[src/design/indirect_bridge_pkg.sv]
package indirect_bridge_pkg;

    // Register offsets on the serial control bus
    localparam logic [7:0] OFS_IND_CTL   = 8'h48;
    localparam logic [7:0] OFS_ADDR_LO   = 8'h49;
    localparam logic [7:0] OFS_ADDR_HI   = 8'h4a;
    localparam logic [7:0] OFS_DATA_B0   = 8'h4b;
    localparam logic [7:0] OFS_DATA_B1   = 8'h4c;
    localparam logic [7:0] OFS_DATA_B2   = 8'h4d;
    localparam logic [7:0] OFS_DATA_B3   = 8'h4e;
    localparam logic [7:0] OFS_BRIDGE    = 8'h4f;

    // Indirect control field positions
    localparam int CTL_ENABLE_BIT = 0;
    localparam int CTL_READ_BIT   = 1;
    localparam int CTL_AUTO_BIT   = 2;
    localparam int CTL_SEL_LSB    = 3;

    // Bridge control field positions
    localparam int BRG_HOST_OFF_BIT = 0;
    localparam int BRG_RELOAD_BIT   = 1;
    localparam int BRG_CLEAR_BIT    = 2;
    localparam int BRG_CEC_EN_BIT   = 3;
    localparam int BRG_CEC_SRC_BIT  = 4;

    localparam logic [7:0]  RESET_BYTE   = 8'h00;
    localparam logic [15:0] STEP_WORD    = 16'h0004;
    localparam logic [15:0] STEP_BYTE    = 16'h0001;
    localparam logic [4:0]  CTL_RW_MASK  = 5'h1f;
    localparam logic [4:0]  BRG_RW_MASK  = 5'h1e;

    // Target selector encodings
    typedef enum logic [1:0] {
        TGT_RX_CTL  = 2'h0,
        TGT_ID_RAM  = 2'h1,
        TGT_CFG_ROM = 2'h2,
        TGT_DIE_ID  = 2'h3
    } target_e;

    // Register bus request
    typedef struct packed {
        logic       wr;
        logic       rd;
        logic [7:0] addr;
        logic [7:0] wdata;
    } reg_req_s;

    // Internal target request
    typedef struct packed {
        logic       sel;
        logic       write;
        logic [15:0] addr;
        logic [31:0] wdata;
    } tgt_req_s;

endpackage : indirect_bridge_pkg

[src/design/indirect_apb_access_bridge_control.sv]
`timescale 1ns/100ps
`default_nettype none
module indirect_apb_access_bridge_control
    import indirect_bridge_pkg::*;
(
    input  wire logic        core_clk,
    input  wire logic        rst,
    input  wire reg_req_s    reg_req,
    output var  logic [7:0]  reg_rdata,
    input  wire logic        strap_mode_pin0,
    output var  tgt_req_s    tgt_req,
    output var  target_e     tgt_select,
    input  wire logic        tgt_done,
    input  wire logic [31:0] tgt_rdata,
    output var  logic        id_ram_start,
    output var  logic        id_ram_clear_go,
    input  wire logic        id_ram_done,
    output var  logic        id_ram_host_access_off,
    output var  logic        cec_timebase_enable,
    output var  logic        cec_timebase_source
);

    typedef enum logic [1:0] {XFER_IDLE, XFER_WAIT} xfer_e;
    typedef enum logic [1:0] {INIT_STRAP, INIT_IDLE, INIT_BUSY} init_e;

    // Address step for the selected target
    function automatic logic [15:0] step_of(input target_e sel);
        return (sel == TGT_RX_CTL) ? STEP_WORD : STEP_BYTE;
    endfunction : step_of

    // Write strobe for one register offset
    function automatic logic reg_hit(input reg_req_s req, input logic [7:0] ofs);
        return req.wr && (req.addr == ofs);
    endfunction : reg_hit

    // Register state
    logic [4:0]   ctl_q, ctl_d;
    logic [15:0]  addr_q, addr_d;
    logic [31:0]  data_q, data_d;
    logic [4:0]   brg_q, brg_d;
    xfer_e        xfer_q, xfer_d;
    init_e        init_q, init_d;
    tgt_req_s     req_q, req_d;
    logic         start_q, start_d;
    logic         clr_go_q, clr_go_d;
    logic [7:0]   rdata_q, rdata_d;
    logic         wr_hit;
    target_e      sel_now;
    target_e      sel_d;
    logic         ctl_wr;
    logic         brg_wr;

    assign sel_now = target_e'(ctl_q[CTL_SEL_LSB +: 2]);

    // Software strobes that win over the hardware self-clears at read and reload completion
    assign ctl_wr = reg_hit(reg_req, OFS_IND_CTL);
    assign brg_wr = reg_hit(reg_req, OFS_BRIDGE);

    // Indirect access port next state
    always_comb begin
        ctl_d  = ctl_q;
        addr_d = addr_q;
        data_d = data_q;
        xfer_d = xfer_q;
        req_d  = req_q;
        req_d.sel = 1'b0;
        wr_hit = 1'b0;
        if (reg_req.wr) begin
            unique case (reg_req.addr)
                OFS_IND_CTL: ctl_d = reg_req.wdata[4:0] & CTL_RW_MASK;
                OFS_ADDR_LO: addr_d[7:0]   = reg_req.wdata;
                OFS_ADDR_HI: addr_d[15:8]  = reg_req.wdata;
                OFS_DATA_B0: data_d[7:0]   = reg_req.wdata;
                OFS_DATA_B1: data_d[15:8]  = reg_req.wdata;
                OFS_DATA_B2: data_d[23:16] = reg_req.wdata;
                OFS_DATA_B3: begin
                    data_d[31:24] = reg_req.wdata;
                    wr_hit = 1'b1;
                end
                default: ;
            endcase
        end
        unique case (xfer_q)
            XFER_IDLE: begin
                if (ctl_q[CTL_ENABLE_BIT] && ctl_q[CTL_READ_BIT]) begin
                    req_d = '{sel: 1'b1, write: 1'b0, addr: addr_q, wdata: data_q};
                    xfer_d = XFER_WAIT;
                end else if (wr_hit && ctl_q[CTL_ENABLE_BIT]
                             && (sel_now == TGT_RX_CTL || sel_now == TGT_ID_RAM)) begin
                    req_d = '{sel: 1'b1, write: 1'b1, addr: addr_q, wdata: data_d};
                    xfer_d = XFER_WAIT;
                end
            end
            XFER_WAIT: begin
                if (tgt_done) begin
                    if (!req_q.write) begin
                        data_d = tgt_rdata;
                        if (!ctl_wr) begin                             // New start wins
                            ctl_d[CTL_READ_BIT] = 1'b0;
                        end
                    end
                    if (ctl_q[CTL_AUTO_BIT]) begin
                        addr_d = addr_q + step_of(sel_now);
                    end
                    xfer_d = XFER_IDLE;
                end
            end
            default: xfer_d = XFER_IDLE;
        endcase
    end

    // Bridge control and ID RAM init next state
    always_comb begin
        brg_d    = brg_q;
        init_d   = init_q;
        start_d  = 1'b0;
        clr_go_d = 1'b0;
        if (brg_wr) begin
            brg_d = (reg_req.wdata[4:0] & BRG_RW_MASK) | (brg_q & ~BRG_RW_MASK);
        end
        unique case (init_q)
            INIT_STRAP: begin
                brg_d[BRG_HOST_OFF_BIT] = strap_mode_pin0;
                init_d = INIT_IDLE;
            end
            INIT_IDLE: begin
                if (brg_d[BRG_RELOAD_BIT]) begin
                    start_d  = 1'b1;
                    clr_go_d = brg_d[BRG_CLEAR_BIT];
                    init_d   = INIT_BUSY;
                end else begin
                    brg_d[BRG_CLEAR_BIT] = 1'b0;
                end
            end
            INIT_BUSY: begin
                if (id_ram_done) begin
                    if (!brg_wr) begin                                 // New request wins
                        brg_d[BRG_RELOAD_BIT] = 1'b0;
                        brg_d[BRG_CLEAR_BIT]  = 1'b0;
                    end
                    init_d = INIT_IDLE;
                end
            end
            default: init_d = INIT_IDLE;
        endcase
    end

    // Register read mux
    always_comb begin
        rdata_d = RESET_BYTE;
        if (reg_req.rd) begin
            unique case (reg_req.addr)
                OFS_IND_CTL: rdata_d = {3'h0, ctl_q};
                OFS_ADDR_LO: rdata_d = addr_q[7:0];
                OFS_ADDR_HI: rdata_d = addr_q[15:8];
                OFS_DATA_B0: rdata_d = data_q[7:0];
                OFS_DATA_B1: rdata_d = data_q[15:8];
                OFS_DATA_B2: rdata_d = data_q[23:16];
                OFS_DATA_B3: rdata_d = data_q[31:24];
                OFS_BRIDGE:  rdata_d = {3'h0, brg_q};
                default:     rdata_d = RESET_BYTE;
            endcase
        end
    end

    // Indirect port registers
    always_ff @(posedge core_clk or posedge rst) begin
        if (rst) begin
            ctl_q    <= '0;
            addr_q   <= '0;
            data_q   <= '0;
            xfer_q   <= XFER_IDLE;
            req_q    <= '0;
        end else begin
            ctl_q    <= ctl_d;
            addr_q   <= addr_d;
            data_q   <= data_d;
            xfer_q   <= xfer_d;
            req_q    <= req_d;
        end
    end

    // Bridge control and ID RAM init registers
    always_ff @(posedge core_clk or posedge rst) begin
        if (rst) begin
            brg_q    <= '0;
            init_q   <= INIT_STRAP;
            start_q  <= 1'b0;
            clr_go_q <= 1'b0;
        end else begin
            brg_q    <= brg_d;
            init_q   <= init_d;
            start_q  <= start_d;
            clr_go_q <= clr_go_d;
        end
    end

    // Register read data
    always_ff @(posedge core_clk or posedge rst) begin
        if (rst) begin
            rdata_q  <= RESET_BYTE;
        end else begin
            rdata_q  <= rdata_d;
        end
    end

    // Selector copy for the target side
    always_comb begin
        sel_d = sel_now;
    end

    // Outputs straight from flops
    always_ff @(posedge core_clk or posedge rst) begin
        if (rst) begin
            tgt_select <= TGT_RX_CTL;
        end else begin
            tgt_select <= sel_d;
        end
    end

    assign tgt_req                = req_q;
    assign reg_rdata              = rdata_q;
    assign id_ram_start           = start_q;
    assign id_ram_clear_go        = clr_go_q;
    assign id_ram_host_access_off = brg_q[BRG_HOST_OFF_BIT];
    assign cec_timebase_enable    = brg_q[BRG_CEC_EN_BIT];
    assign cec_timebase_source    = brg_q[BRG_CEC_SRC_BIT];

endmodule : indirect_apb_access_bridge_control
`default_nettype wire

[config.mk]
export PLATFORM = sky130hd
export DESIGN_NAME = indirect_apb_access_bridge_control
export DESIGN_NICKNAME = d
export VERILOG_FILES = /design/src/design/indirect_bridge_pkg.sv /design/src/design/indirect_apb_access_bridge_control.sv
export SDC_FILE = /design/constraint.sdc
export NUM_CORES = 1
export LEC_CHECK = 0
export ABC_CLOCK_PERIOD_IN_PS = 4490
export BUFFER_PORTS_ARGS = -buffer_cell sky130_fd_sc_hd__clkbuf_2
export CAP_MARGIN = 40
export CORE_ASPECT_RATIO = 0.9
export CORE_MARGIN = 2
export CORE_UTILIZATION = 45
export CTS_BUF_LIST = sky130_fd_sc_hd__clkbuf_4
export DETAILED_ROUTE_END_ITERATION = 12
export PLACE_DENSITY = 0.69
export REMOVE_ABC_BUFFERS = 1
export SLEW_MARGIN = 40
export SYNTH_ARGS = -nofsm -noshare
export SYNTH_HDL_FRONTEND = slang
export SYNTH_SLANG_ARGS = --single-unit
[constraint.sdc]
create_clock -name core_clk -period 4.49 [get_ports core_clk]
set_input_delay 1.347 -clock core_clk [delete_from_list [all_inputs] [get_ports core_clk]]
set_output_delay 1.347 -clock core_clk [all_outputs]
set_load 0.05 [all_outputs]
### Word-level counts from Yosys, hierarchy flattened

Index checks and enable logic that the tools add are counted.

* add/subtract/negate cells: 1
* eq/ne operators: 16
* muxes and demuxes: 45
* bitwise logic cells: 1
* reductions and logical operators: 15

Operators with widths (number)
* 50-bit 2-to-1 mux: 3
* 32-bit 2-to-1 mux: 4
* 8-bit by 7-bit equality test with 1-bit output, second input constant: 8
* 16-bit 2-to-1 mux: 4
* 8-bit case mux with 8 select lines: 1
* 8-bit 2-to-1 mux: 7
* 2-bit 2-to-1 mux: 9
* 16-bit by 3-bit adder with 16-bit output: 1
* 1-bit 2-to-1 mux: 12
* 2-bit case mux with 2 select lines: 2
* 2-bit AND reduction: 4
* 2-bit by 1-bit equality test with 1-bit output, second input constant: 3
* 2-bit logical NOT: 3
* 3-bit 2-to-1 mux: 2
* 2-bit inequality test, second input constant: 3
* 1-bit logical AND: 5
* 5-bit by 1-bit bitwise OR with 5-bit output: 1
* 2-bit nonzero test: 2
* 3-bit inequality test, second input constant: 1
* 2-bit equality test, second input constant: 1
* 1-bit case mux with 2 select lines: 1
* 1-bit logical OR: 1

* bits in registers: 124
* input port bits: 55

### Longest topological paths before layout

Gate-level depths: netlist of run 1.

* depth after elaboration: 8
* mapped depth: 8
* mapped depth without buffers: 7

### Least setup slack after synthesis of run 1

Ideal clock, no wire load.

* path kind: input-to-reg
* start point: input reg_req[10] (netlist bit)
* end point: register req_q, in the netlist tgt_req[10]
* arrival time: 2703 ps
* setup slack: 1662 ps
* stages on the path: 7
* path buffers: 3
* path through: buf_2 > and4bb_1 > buf_2 > a41oi_4 > nor2_4 > buf_6 > mux2_4

* longest elaborated chain between the ends: 7
* elaborated cells on any way between the ends: 12
* those cells by class: 2 x eq/ne; 6 x mux; 4 x reduce/logical

Ends and longest elaborated chain
* start, declared: RTL line indirect_apb_access_bridge_control.sv:8 `input wire reg_req_s reg_req,`
* 8-bit by 7-bit equality test with 1-bit output: RTL line indirect_apb_access_bridge_control.sv:69 `unique case (reg_req.addr)`
* 1-bit 2-to-1 mux: RTL line indirect_apb_access_bridge_control.sv:69
* 1-bit 2-to-1 mux: RTL line indirect_apb_access_bridge_control.sv:68 `if (reg_req.wr) begin`
* 1-bit logical AND: RTL line indirect_apb_access_bridge_control.sv:88 `end else if (wr_hit && ctl_q[CTL_ENABLE_BIT]`
* 1-bit logical AND: RTL line indirect_apb_access_bridge_control.sv:89 `&& (sel_now == TGT_RX_CTL || sel_now == TGT_ID_RAM)) begin`
* 2-bit nonzero test (no source line)
* 2-bit AND reduction (no source line)
* end signal, assigned: RTL line indirect_apb_access_bridge_control.sv:179 `req_q <= req_d;`
* end, declared: RTL line indirect_apb_access_bridge_control.sv:43 `tgt_req_s req_q, req_d;`

Parallel ways exist; a longest one is shown, timed or not. The select of a mux whose other input is x is not followed.
A chain may end at the register's enable or synchronous reset.

### Worst setup path after layout of run 1

* start point: input reg_req[10] (netlist bit)
* end point: register req_q, in the netlist tgt_req[18]

The elaborated chain is that of the path after synthesis.

==> out/qor.csv, run 1 <==
stage,metric,value,unit
worst_setup_path,startpoint type of the worst setup path,input port,
worst_setup_path,R2R cell count,6,
timing,Final setup viols,0,
worst_setup_path,Worst EP required,4.93,ns
global_routing,gr usage total,0.240,
power,clock network fraction of total power,0.356,
timing,f_max,316,MHz
synth,synth warn,0,
power,Flop pwr share,0.502,
placement,dpl ws,0.791,ns
run_status,status,completed,
run,max_cap viols,0,
placement,Port-buffer cells,119,
power,overall power after layout,2.51,mW
worst_setup_path,Critical Path End Type,flip-flop,
global_routing,initial antenna violation count,0,
timing,endpoints failing hold,0,
cells_and_area,number of diodes,0,
global_routing,grt ovf,0,
clock_network,CTS Hold Buffers Added,0,
timing,RSZ-0062 raised after global routing,no,
floorplan,Die Ht,119,um
detailed_routing,vias per cell,5.84,
worst_setup_path,r2r startpoint,ctl_q[1],
clock_network,TritonCTS Buffers,17,
timing,min cycle time layout,3.16,ns
power,Pint,1.75,mW
power,Static Leak,3.73,nW
synth,post-synthesis sequential area ratio,0.464,
power,worst ir drop on vdd,234,uV
placement,post-DP HPWL,13100,um
cells_and_area,Post-Layout Cell Count,934,
worst_setup_path,termination of the worst setup path,tgt_req[18],
worst_setup_path,r2r setup slk,1.74,ns
detailed_routing,Vias,5451,
floorplan,Core Footprint,0.0146,sq mm
power,Gate power share,0.142,
synth,synthesized flop and latch total,123,
clock_network,CTS resizes,0,
detailed_routing,initial DRC count,458,
global_routing,first-pass GRT wire length,29000,um
synth,mapped cell area,0.00663,sq mm
clock_network,clock root buffer,clkbuf_4,
floorplan,IO Pins,120,
clock_network,CTS tree,done,
synth,post-synth top area cell,dfrtp_1,
detailed_routing,Post-Route WL,18600,um
floorplan,cell row count,42,
cells_and_area,Syn-to-layout area delta,15.4,%
timing,worst clock skew,0.0269,ns
synth,ys async rst share,1.00,
worst_setup_path,kind of critical path,in -> reg,
power,NetSw,0.758,mW
clock_network,clk_lat worst skew,0.56,ns
global_routing,vias in the first global route,5304,
placement,Inst Count DP,902,
worst_setup_path,worst-path fanout max,26,
timing,Slew headroom,0.496,
power,sw frac,0.302,
detailed_routing,drt wl/cell,20.0,um
floorplan,DIE AREA,0.0157,sq mm
floorplan,die width,132,um
synth,Synth cell types,65,
clock_network,Max clock buf depth,2,
clock_network,post-CTS setup repair buffer count,0,
clock_network,CTS HTree Levels,4,
cells_and_area,final net count,783,
detailed_routing,Final ANT Viol Nets,0,
clock_network,Worst-path clk slew,0.11,ns
placement,Final Wtd Congestion,0.925,
synth,Post-Synthesis Cells,627,
timing,Worst-Margin Slew,0.753,ns
timing,"Worst Setup Slack, final",1.33,ns
worst_setup_path,crit path DAT,3.60,ns
clock_network,Clock Sinks,123,
timing,Tcrit/Tclk final,0.705,
worst_setup_path,Worst Setup SP,reg_req[10],
detailed_routing,drt drc,0,
cells_and_area,share of layout cells above drive strength 1,0.304,
synth,ys flop type,dfrtp_1,
synth,synth top area cells,"dfrtp_1 46%, mux2i_1 9.1%, mux2_4 6.8%",
hold_path,min-delay worst type,reg -> reg,
floorplan,initial core utilization,0.455,
worst_setup_path,R2R Path End,tgt_req[18],
global_routing,largest net degree at the start of global routing,110,
timing,Max Slew Vio Count,0,
detailed_routing,drt first pass iters,5,
synth,Synth top area share,0.464,
synth,Post-synth EDFFs,0,
synth,Post-Syn Area per Cell,10.6,sq um
power,power per cell area,328,mW/mm^2
logic make-up (layout without fill, tap and decap cells):
group                    after synthesis  count (layout)  synth area share
multiplexers                         111             111             0.198
AO/OA/AOI/OAI                        165             165             0.156
buffers and inverters                 65             174            0.0438
XOR/XNOR                               1               1           0.00132
flip-flops                           123             123             0.464
AND/OR/NAND/NOR                      157             157             0.127
adder cells (fa/ha/maj)                5               5           0.00944
final cells by class:
cell class                      instances  area (sq um)
Timing Repair Buffer                  130           691
Sequential cell                       123          3080
Clock inverter                         15           199
Fill cell                            1336          6910
Inverter                               12          47.5
Multi-Input combinational cell        439          3260
Clock buffer                           17           128
Tap cell                              198           248
power by group through the flow:
stage	Combinational [mW]	Clock, mW	Sequential [mW]
global route	0.384	0.960	1.27
detailed placement	0.354	0	1.28
floorplan	0.178	0	1.30
global placement	0.343	0	1.27
CTS	0.355	0.900	1.26
finish	0.356	0.893	1.26
worst min path at each step:
stage / start / end / slack, ns / depth (start not counted)
after global placement: init_q[0] / init_q[0] / 0.49 / 1
after CTS: tgt_req[32] / tgt_req[32] / 0.52 / 1
after detailed placement: tgt_req[32] / tgt_req[32] / 0.49 / 1
final: tgt_req[32] / tgt_req[32] / 0.52 / 1
after floorplan: ctl_q[3] / tgt_select[0] / 0.45 / 0
after global routing: tgt_req[32] / tgt_req[32] / 0.54 / 1
per-layer routing:
layer  share of wire  global-route usage  vias to the layer above
li1                -                   -                     2500
met1            0.44               0.329                     2654
met2            0.46               0.377                      271
met3           0.081              0.0592                       26
met4           0.019              0.0700                        0
met5               0                   0                        -
critical path, stage by stage:
cell and delay (ns):
clkbuf_2 0.42, and4bb_1 0.46, a41oi_4 0.27, nor2_4 0.30, buf_4 0.42, mux2_4 0.34
registers in the layout, indices dropped and copies added (netlist names), 2 cells and up:
register	count
brg_q	5
tgt_select	2
ctl_q	5
init_q	2
addr_q	16
reg_rdata	8
data_q	32
tgt_req	50
cell usage after synthesis (2+ instances only):
| cell | count |
|---|---|
| nor2_1 | 44 |
| nand4_1 | 7 |
| buf_4 | 3 |
| buf_1 | 2 |
| mux2_2 | 19 |
| mux2i_1 | 60 |
| nor3_1 | 4 |
| mux4_2 | 2 |
| or3_1 | 3 |
| o32ai_1 | 2 |
| a211oi_1 | 3 |
| nand3_1 | 22 |
| a22oi_1 | 13 |
| o32a_1 | 2 |
| inv_1 | 11 |
| nor2b_1 | 8 |
| nor3b_1 | 2 |
| a31oi_1 | 8 |
| and3_1 | 4 |
| nor4_1 | 2 |
| o21bai_1 | 2 |
| nand3b_1 | 2 |
| and4_1 | 8 |
| mux2_4 | 30 |
| a311oi_1 | 2 |
| a21oi_1 | 62 |
| o211ai_1 | 9 |
| a21boi_0 | 2 |
| a21o_1 | 6 |
| buf_2 | 10 |
| ha_1 | 5 |
| nand2_1 | 35 |
| nand3_2 | 2 |
| clkbuf_1 | 35 |
| a221oi_1 | 3 |
| o21ai_0 | 37 |
| buf_6 | 3 |
| o221a_2 | 2 |
| and2_1 | 3 |
| dfrtp_1 | 123 |
through the flow:
stage	setup TNS [ns]	util	hold WS (ns)	instance area [sq um]
2_1_floorplan	-15.73	-	0.449	6380
3_3_place_gp	0	0.503	0.492	7320
3_5_place_dp	0	0.503	0.494	7320
4_1_cts	0	0.526	0.524	7650
5_1_grt	0	0.526	0.536	7650
6_report	0	0.526	0.519	7650
cells in the final DEF (no fill, tap or decap), drive strengths merged, types with 3 or more instances in the layout:
cell / count
a211oi: 3
a21o: 6
a21oi: 62
a221oi: 3
a22oi: 13
a31oi: 8
and2: 3
and3: 4
and4: 8
buf: 11
bufinv: 4
clkbuf: 136
clkinv: 7
clkinvlp: 4
dfrtp: 123
ha: 5
inv: 12
mux2: 49
mux2i: 60
nand2: 35
nand3: 24
nand4: 8
nor2: 45
nor2b: 8
nor3: 4
nor4: 3
o211ai: 9
o21ai: 37
or3: 3
No activity file was read; power rests on OpenSTA's default activity.
==> inputs of run 2 (changes only) <==
- ABC_AREA: not set -> 1
- ABC_CLOCK_PERIOD_IN_PS: 4490 -> 2900
- clock period: 4.49 -> 2.9 ns (I/O delays scaled with it)
==> out/qor.csv, run 2 <==
stage,metric,value,unit,change
run_status,status,completed,,unchanged
run,max_cap viols,0,,unchanged
detailed_routing,met2 wire length,8520,um,was 8620 um
floorplan,Core Footprint,0.0147,sq mm,was 0.0146 sq mm
timing,f_max,460,MHz,
synth,Synth top area share,0.459,,was 0.464
power,Static Leak,4.05,nW,was 3.73 nW
worst_setup_path,kind of critical path,reg -> out,,was in -> reg
cells_and_area,"commonest cells after routing, fill and taps aside","295 x nand2_1, 156 x nor2_1, 123 x dfrtp_1",,"was 123 x dfrtp_1, 119 x clkbuf_2, 62 x a21oi_1"
synth,Adder-Cell Fraction of Synth Area,0.00932,,was 0.00944
power,worst ir drop on vdd,308,uV,was 234 uV
worst_setup_path,R2R cell count,9,,was 6
clock_network,CTS resizes,0,,unchanged
timing,min cycle time layout,2.17,ns,
floorplan,die width,133,um,was 132 um
cells_and_area,register area,0.00308,sq mm,unchanged
synth,Simple-Gate Fraction of Synth Area,0.345,,was 0.127
detailed_routing,Max Used Layer,met4,,unchanged
synth,post-synthesis xor/xnor area fraction,0,,was 0.00132
global_routing,first-pass GRT wire length,32800,um,was 29000 um
clock_network,CTS tree,done,,unchanged
synth,synth warn,0,,unchanged
timing,"Worst Setup Slack, final",0.726,ns,was 1.33 ns
placement,Inst Count DP,1241,,was 902
clock_network,Worst-path clk slew,0.11,ns,about the same
cells_and_area,Syn-to-layout area delta,14.8,%,was 15.4%
detailed_routing,Final ANT Viol Nets,0,,unchanged
synth,synth top area cells,"dfrtp_1 46%, nand2_1 16%, nor2_1 8.8%",,"was dfrtp_1 46%, mux2i_1 9.1%, mux2_4 6.8%"
detailed_routing,vias per cell,5.19,,was 5.84
synth,top-count cell post-synth,nand2_1,,was dfrtp_1
global_routing,gr usage total,0.268,,was 0.240
cells_and_area,final net count,1122,,was 783
synth,Synth Area in Compound Gates,0.113,,was 0.156
worst_setup_path,CP peak stage delay,0.44,ns,was 0.46 ns
clock_network,clock root buffer,clkbuf_4,,unchanged
detailed_routing,drt drc,0,,unchanged
floorplan,IO Pins,120,,unchanged
timing,Final setup viols,0,,unchanged
floorplan,DIE AREA,0.0159,sq mm,was 0.0157 sq mm
clock_network,clk_lat worst skew,0.56,ns,about the same
cells_and_area,combined area of the multi-input logic cells,0.00314,sq mm,was 0.00326 sq mm
synth,Post-Syn Area per Cell,7.13,sq um,was 10.6 sq um
timing,endpoints failing hold,0,,unchanged
cells_and_area,"most common cell after layout, fill and taps aside",nand2_1,,was dfrtp_1
detailed_routing,drt wl/cell,16.2,um,was 20.0 um
cells_and_area,max FFs per register,50,,unchanged
clock_network,CTS HTree Levels,4,,unchanged
synth,Synth cell types,33,,was 65
timing,worst clock skew,0.0203,ns,was 0.0269 ns
timing,Worst-Margin Slew,0.807,ns,was 0.753 ns
detailed_routing,drt first pass iters,5,,unchanged
placement,Port-buffer cells,119,,unchanged
power,power per cell area,472,mW/mm^2,was 328 mW/mm^2
worst_setup_path,CP top delay family,flip-flops,,was buffers and inverters
synth,Post-synth EDFFs,0,,unchanged
timing,Tcrit/Tclk final,0.750,,
placement,Final Wtd Congestion,0.973,,was 0.925
worst_setup_path,worst-path fanout max,3,,was 26
clock_network,TritonCTS Buffers,17,,unchanged
worst_setup_path,Worst EP required,2.03,ns,was 4.93 ns
placement,dpl ws,0.364,ns,was 0.791 ns
detailed_routing,Vias,6585,,was 5451
clock_network,post-CTS setup repair buffer count,0,,unchanged
worst_setup_path,r2r setup slk,0.96,ns,was 1.74 ns
timing,Slew headroom,0.461,,was 0.496
clock_network,Max clock buf depth,2,,unchanged
cells_and_area,Post-Layout Cell Count,1268,,was 934
worst_setup_path,r2r startpoint,ctl_q[4],,was ctl_q[1]
clock_network,CTS Hold Buffers Added,0,,unchanged
worst_setup_path,crit path DAT,1.30,ns,was 3.60 ns
synth,mux cell area share after synthesis,0,,was 0.198
worst_setup_path,R2R Path End,addr_q[10],,was tgt_req[18]
timing,Max Slew Vio Count,0,,unchanged
synth,Post-synth top cells,"295 x nand2_1, 157 x nor2_1, 123 x dfrtp_1",,"was 123 x dfrtp_1, 62 x a21oi_1, 60 x mux2i_1"
worst_setup_path,Bufs and invs on worst path,1,,was 2
global_routing,vias in the first global route,5961,,was 5304
cells_and_area,share of layout cells above drive strength 1,0.172,,was 0.304
synth,ys async rst share,1.00,,unchanged
worst_setup_path,crit path cell chain,clkbuf_2,,"was clkbuf_2, and4bb_1, a41oi_4, nor2_4, buf_4, mux2_4"
worst_setup_path,Slowest cell on crit path,dfrtp_1,,was and4bb_1
cells_and_area,fillcell total,1486,,was 1336
worst_setup_path,Worst Setup SP,brg_q[4],,was reg_req[10]
synth,post-synthesis sequential area ratio,0.459,,was 0.464
detailed_routing,Post-Route WL,20500,um,was 18600 um
placement,post-DP HPWL,14900,um,was 13100 um
floorplan,Die Ht,120,um,was 119 um
hold_path,min-delay worst type,in -> async,,was reg -> reg
detailed_routing,met1 wire length,9790,um,was 8160 um
synth,ys flop type,dfrtp_1,,unchanged
global_routing,largest net degree at the start of global routing,51,,was 110
worst_setup_path,startpoint type of the worst setup path,flip-flop,,was input port
clock_network,Clock Sinks,123,,unchanged
detailed_routing,Met3 Wirelength,1820,um,was 1510 um
detailed_routing,initial DRC count,721,,was 458
floorplan,cell row count,42,,unchanged
synth,mapped cell area,0.00671,sq mm,was 0.00663 sq mm
global_routing,initial antenna violation count,0,,unchanged
synth,synthesized flop and latch total,123,,unchanged
worst_setup_path,Critical Path End Type,output pin,,was flip-flop
cells_and_area,number of diodes,0,,unchanged
synth,post-synth top area cell,dfrtp_1,,unchanged
synth,largest family of logic cells by synthesized area,simple AND/OR/NAND/NOR gates,,was multiplexers
timing,RSZ-0062 raised after global routing,no,,unchanged
floorplan,initial core utilization,0.458,,was 0.455
synth,Post-Synthesis Cells,941,,was 627
global_routing,grt ovf,0,,unchanged
run 2: changes by cell type in the layout (fill, tap and decap cells not counted), sizes merged, moves of 8 or more:
cell / delta
nor2: +120
a22oi: -13
nor2b: -8
inv: +74
mux2: -49
nand3: +42
mux2i: -60
and4: -8
o21ai: +58
nand2: +268
a21oi: -43
o22ai: +13
run 2: worst register-to-register path: stages, from the launching register on:
cell	delay, ns
dfrtp_1	0.46
nor2_1	0.29
nor2_1	0.10
ha_1	0.22
o21ai_0	0.08
nand2_1	0.23
nand3_1	0.20
nor2_1	0.05
o21ai_0	0.16
inv_1	0.05
run 2: cell families after synthesis:
logic type,Yosys count
flops,123
buf+inv,120
compound gates,142
simple gates,551
fa+ha+maj,5
run 2: metal layers:
| layer | vias up | global-route usage |
|---|---|---|
| met2 | 275 | 0.375 |
| met5 | - | 0 |
| li1 | 3238 | - |
| met3 | 29 | 0.0604 |
| met1 | 3043 | 0.412 |
| met4 | 0 | 0.0800 |
run 2: how the worst max path moves through the flow:
stage,endpoint,slack (ns),depth (start not counted)
floorplan,addr_q[0],-1.24,1
global placement,addr_q[14],0.40,6
detailed placement,tgt_req[31],0.36,11
CTS,cec_timebase_source,0.72,1
global route,tgt_req[28],0.65,11
finish,cec_timebase_source,0.73,1
run 2: cell type report:
cell class	instances	share of cell area
Inverter	89	0.0438
Timing Repair Buffer	133	0.0942
Tap cell	198	0.0321
Clock buffer	20	0.0195
Sequential cell	123	0.399
Multi-Input combinational cell	698	0.407
Clock inverter	7	0.00406
run 2: report_power, final:
part,internal [mW],switching (mW)
logic,0.215,0.534
registers,1.85,0.112
clock network,0.328,0.600
total,2.39,1.25
run 2: metrics by stage:
| stage | total power [mW] | hold slack (ns) | setup TNS (ns) | instance area, sq um | util |
|---|---|---|---|---|---|
| detailed placement | 2.73 | 0.443 | 0 | 7520 | 0.513 |
| global placement | 2.72 | 0.458 | 0 | 7520 | 0.513 |
| finish | 3.64 | 0.378 | 0 | 7710 | 0.526 |
| CTS | 3.65 | 0.396 | 0 | 7710 | 0.526 |
| global route | 3.85 | 0.411 | 0 | 7710 | 0.526 |
| floorplan | 2.48 | 0.395 | -155.31 | 6550 | - |
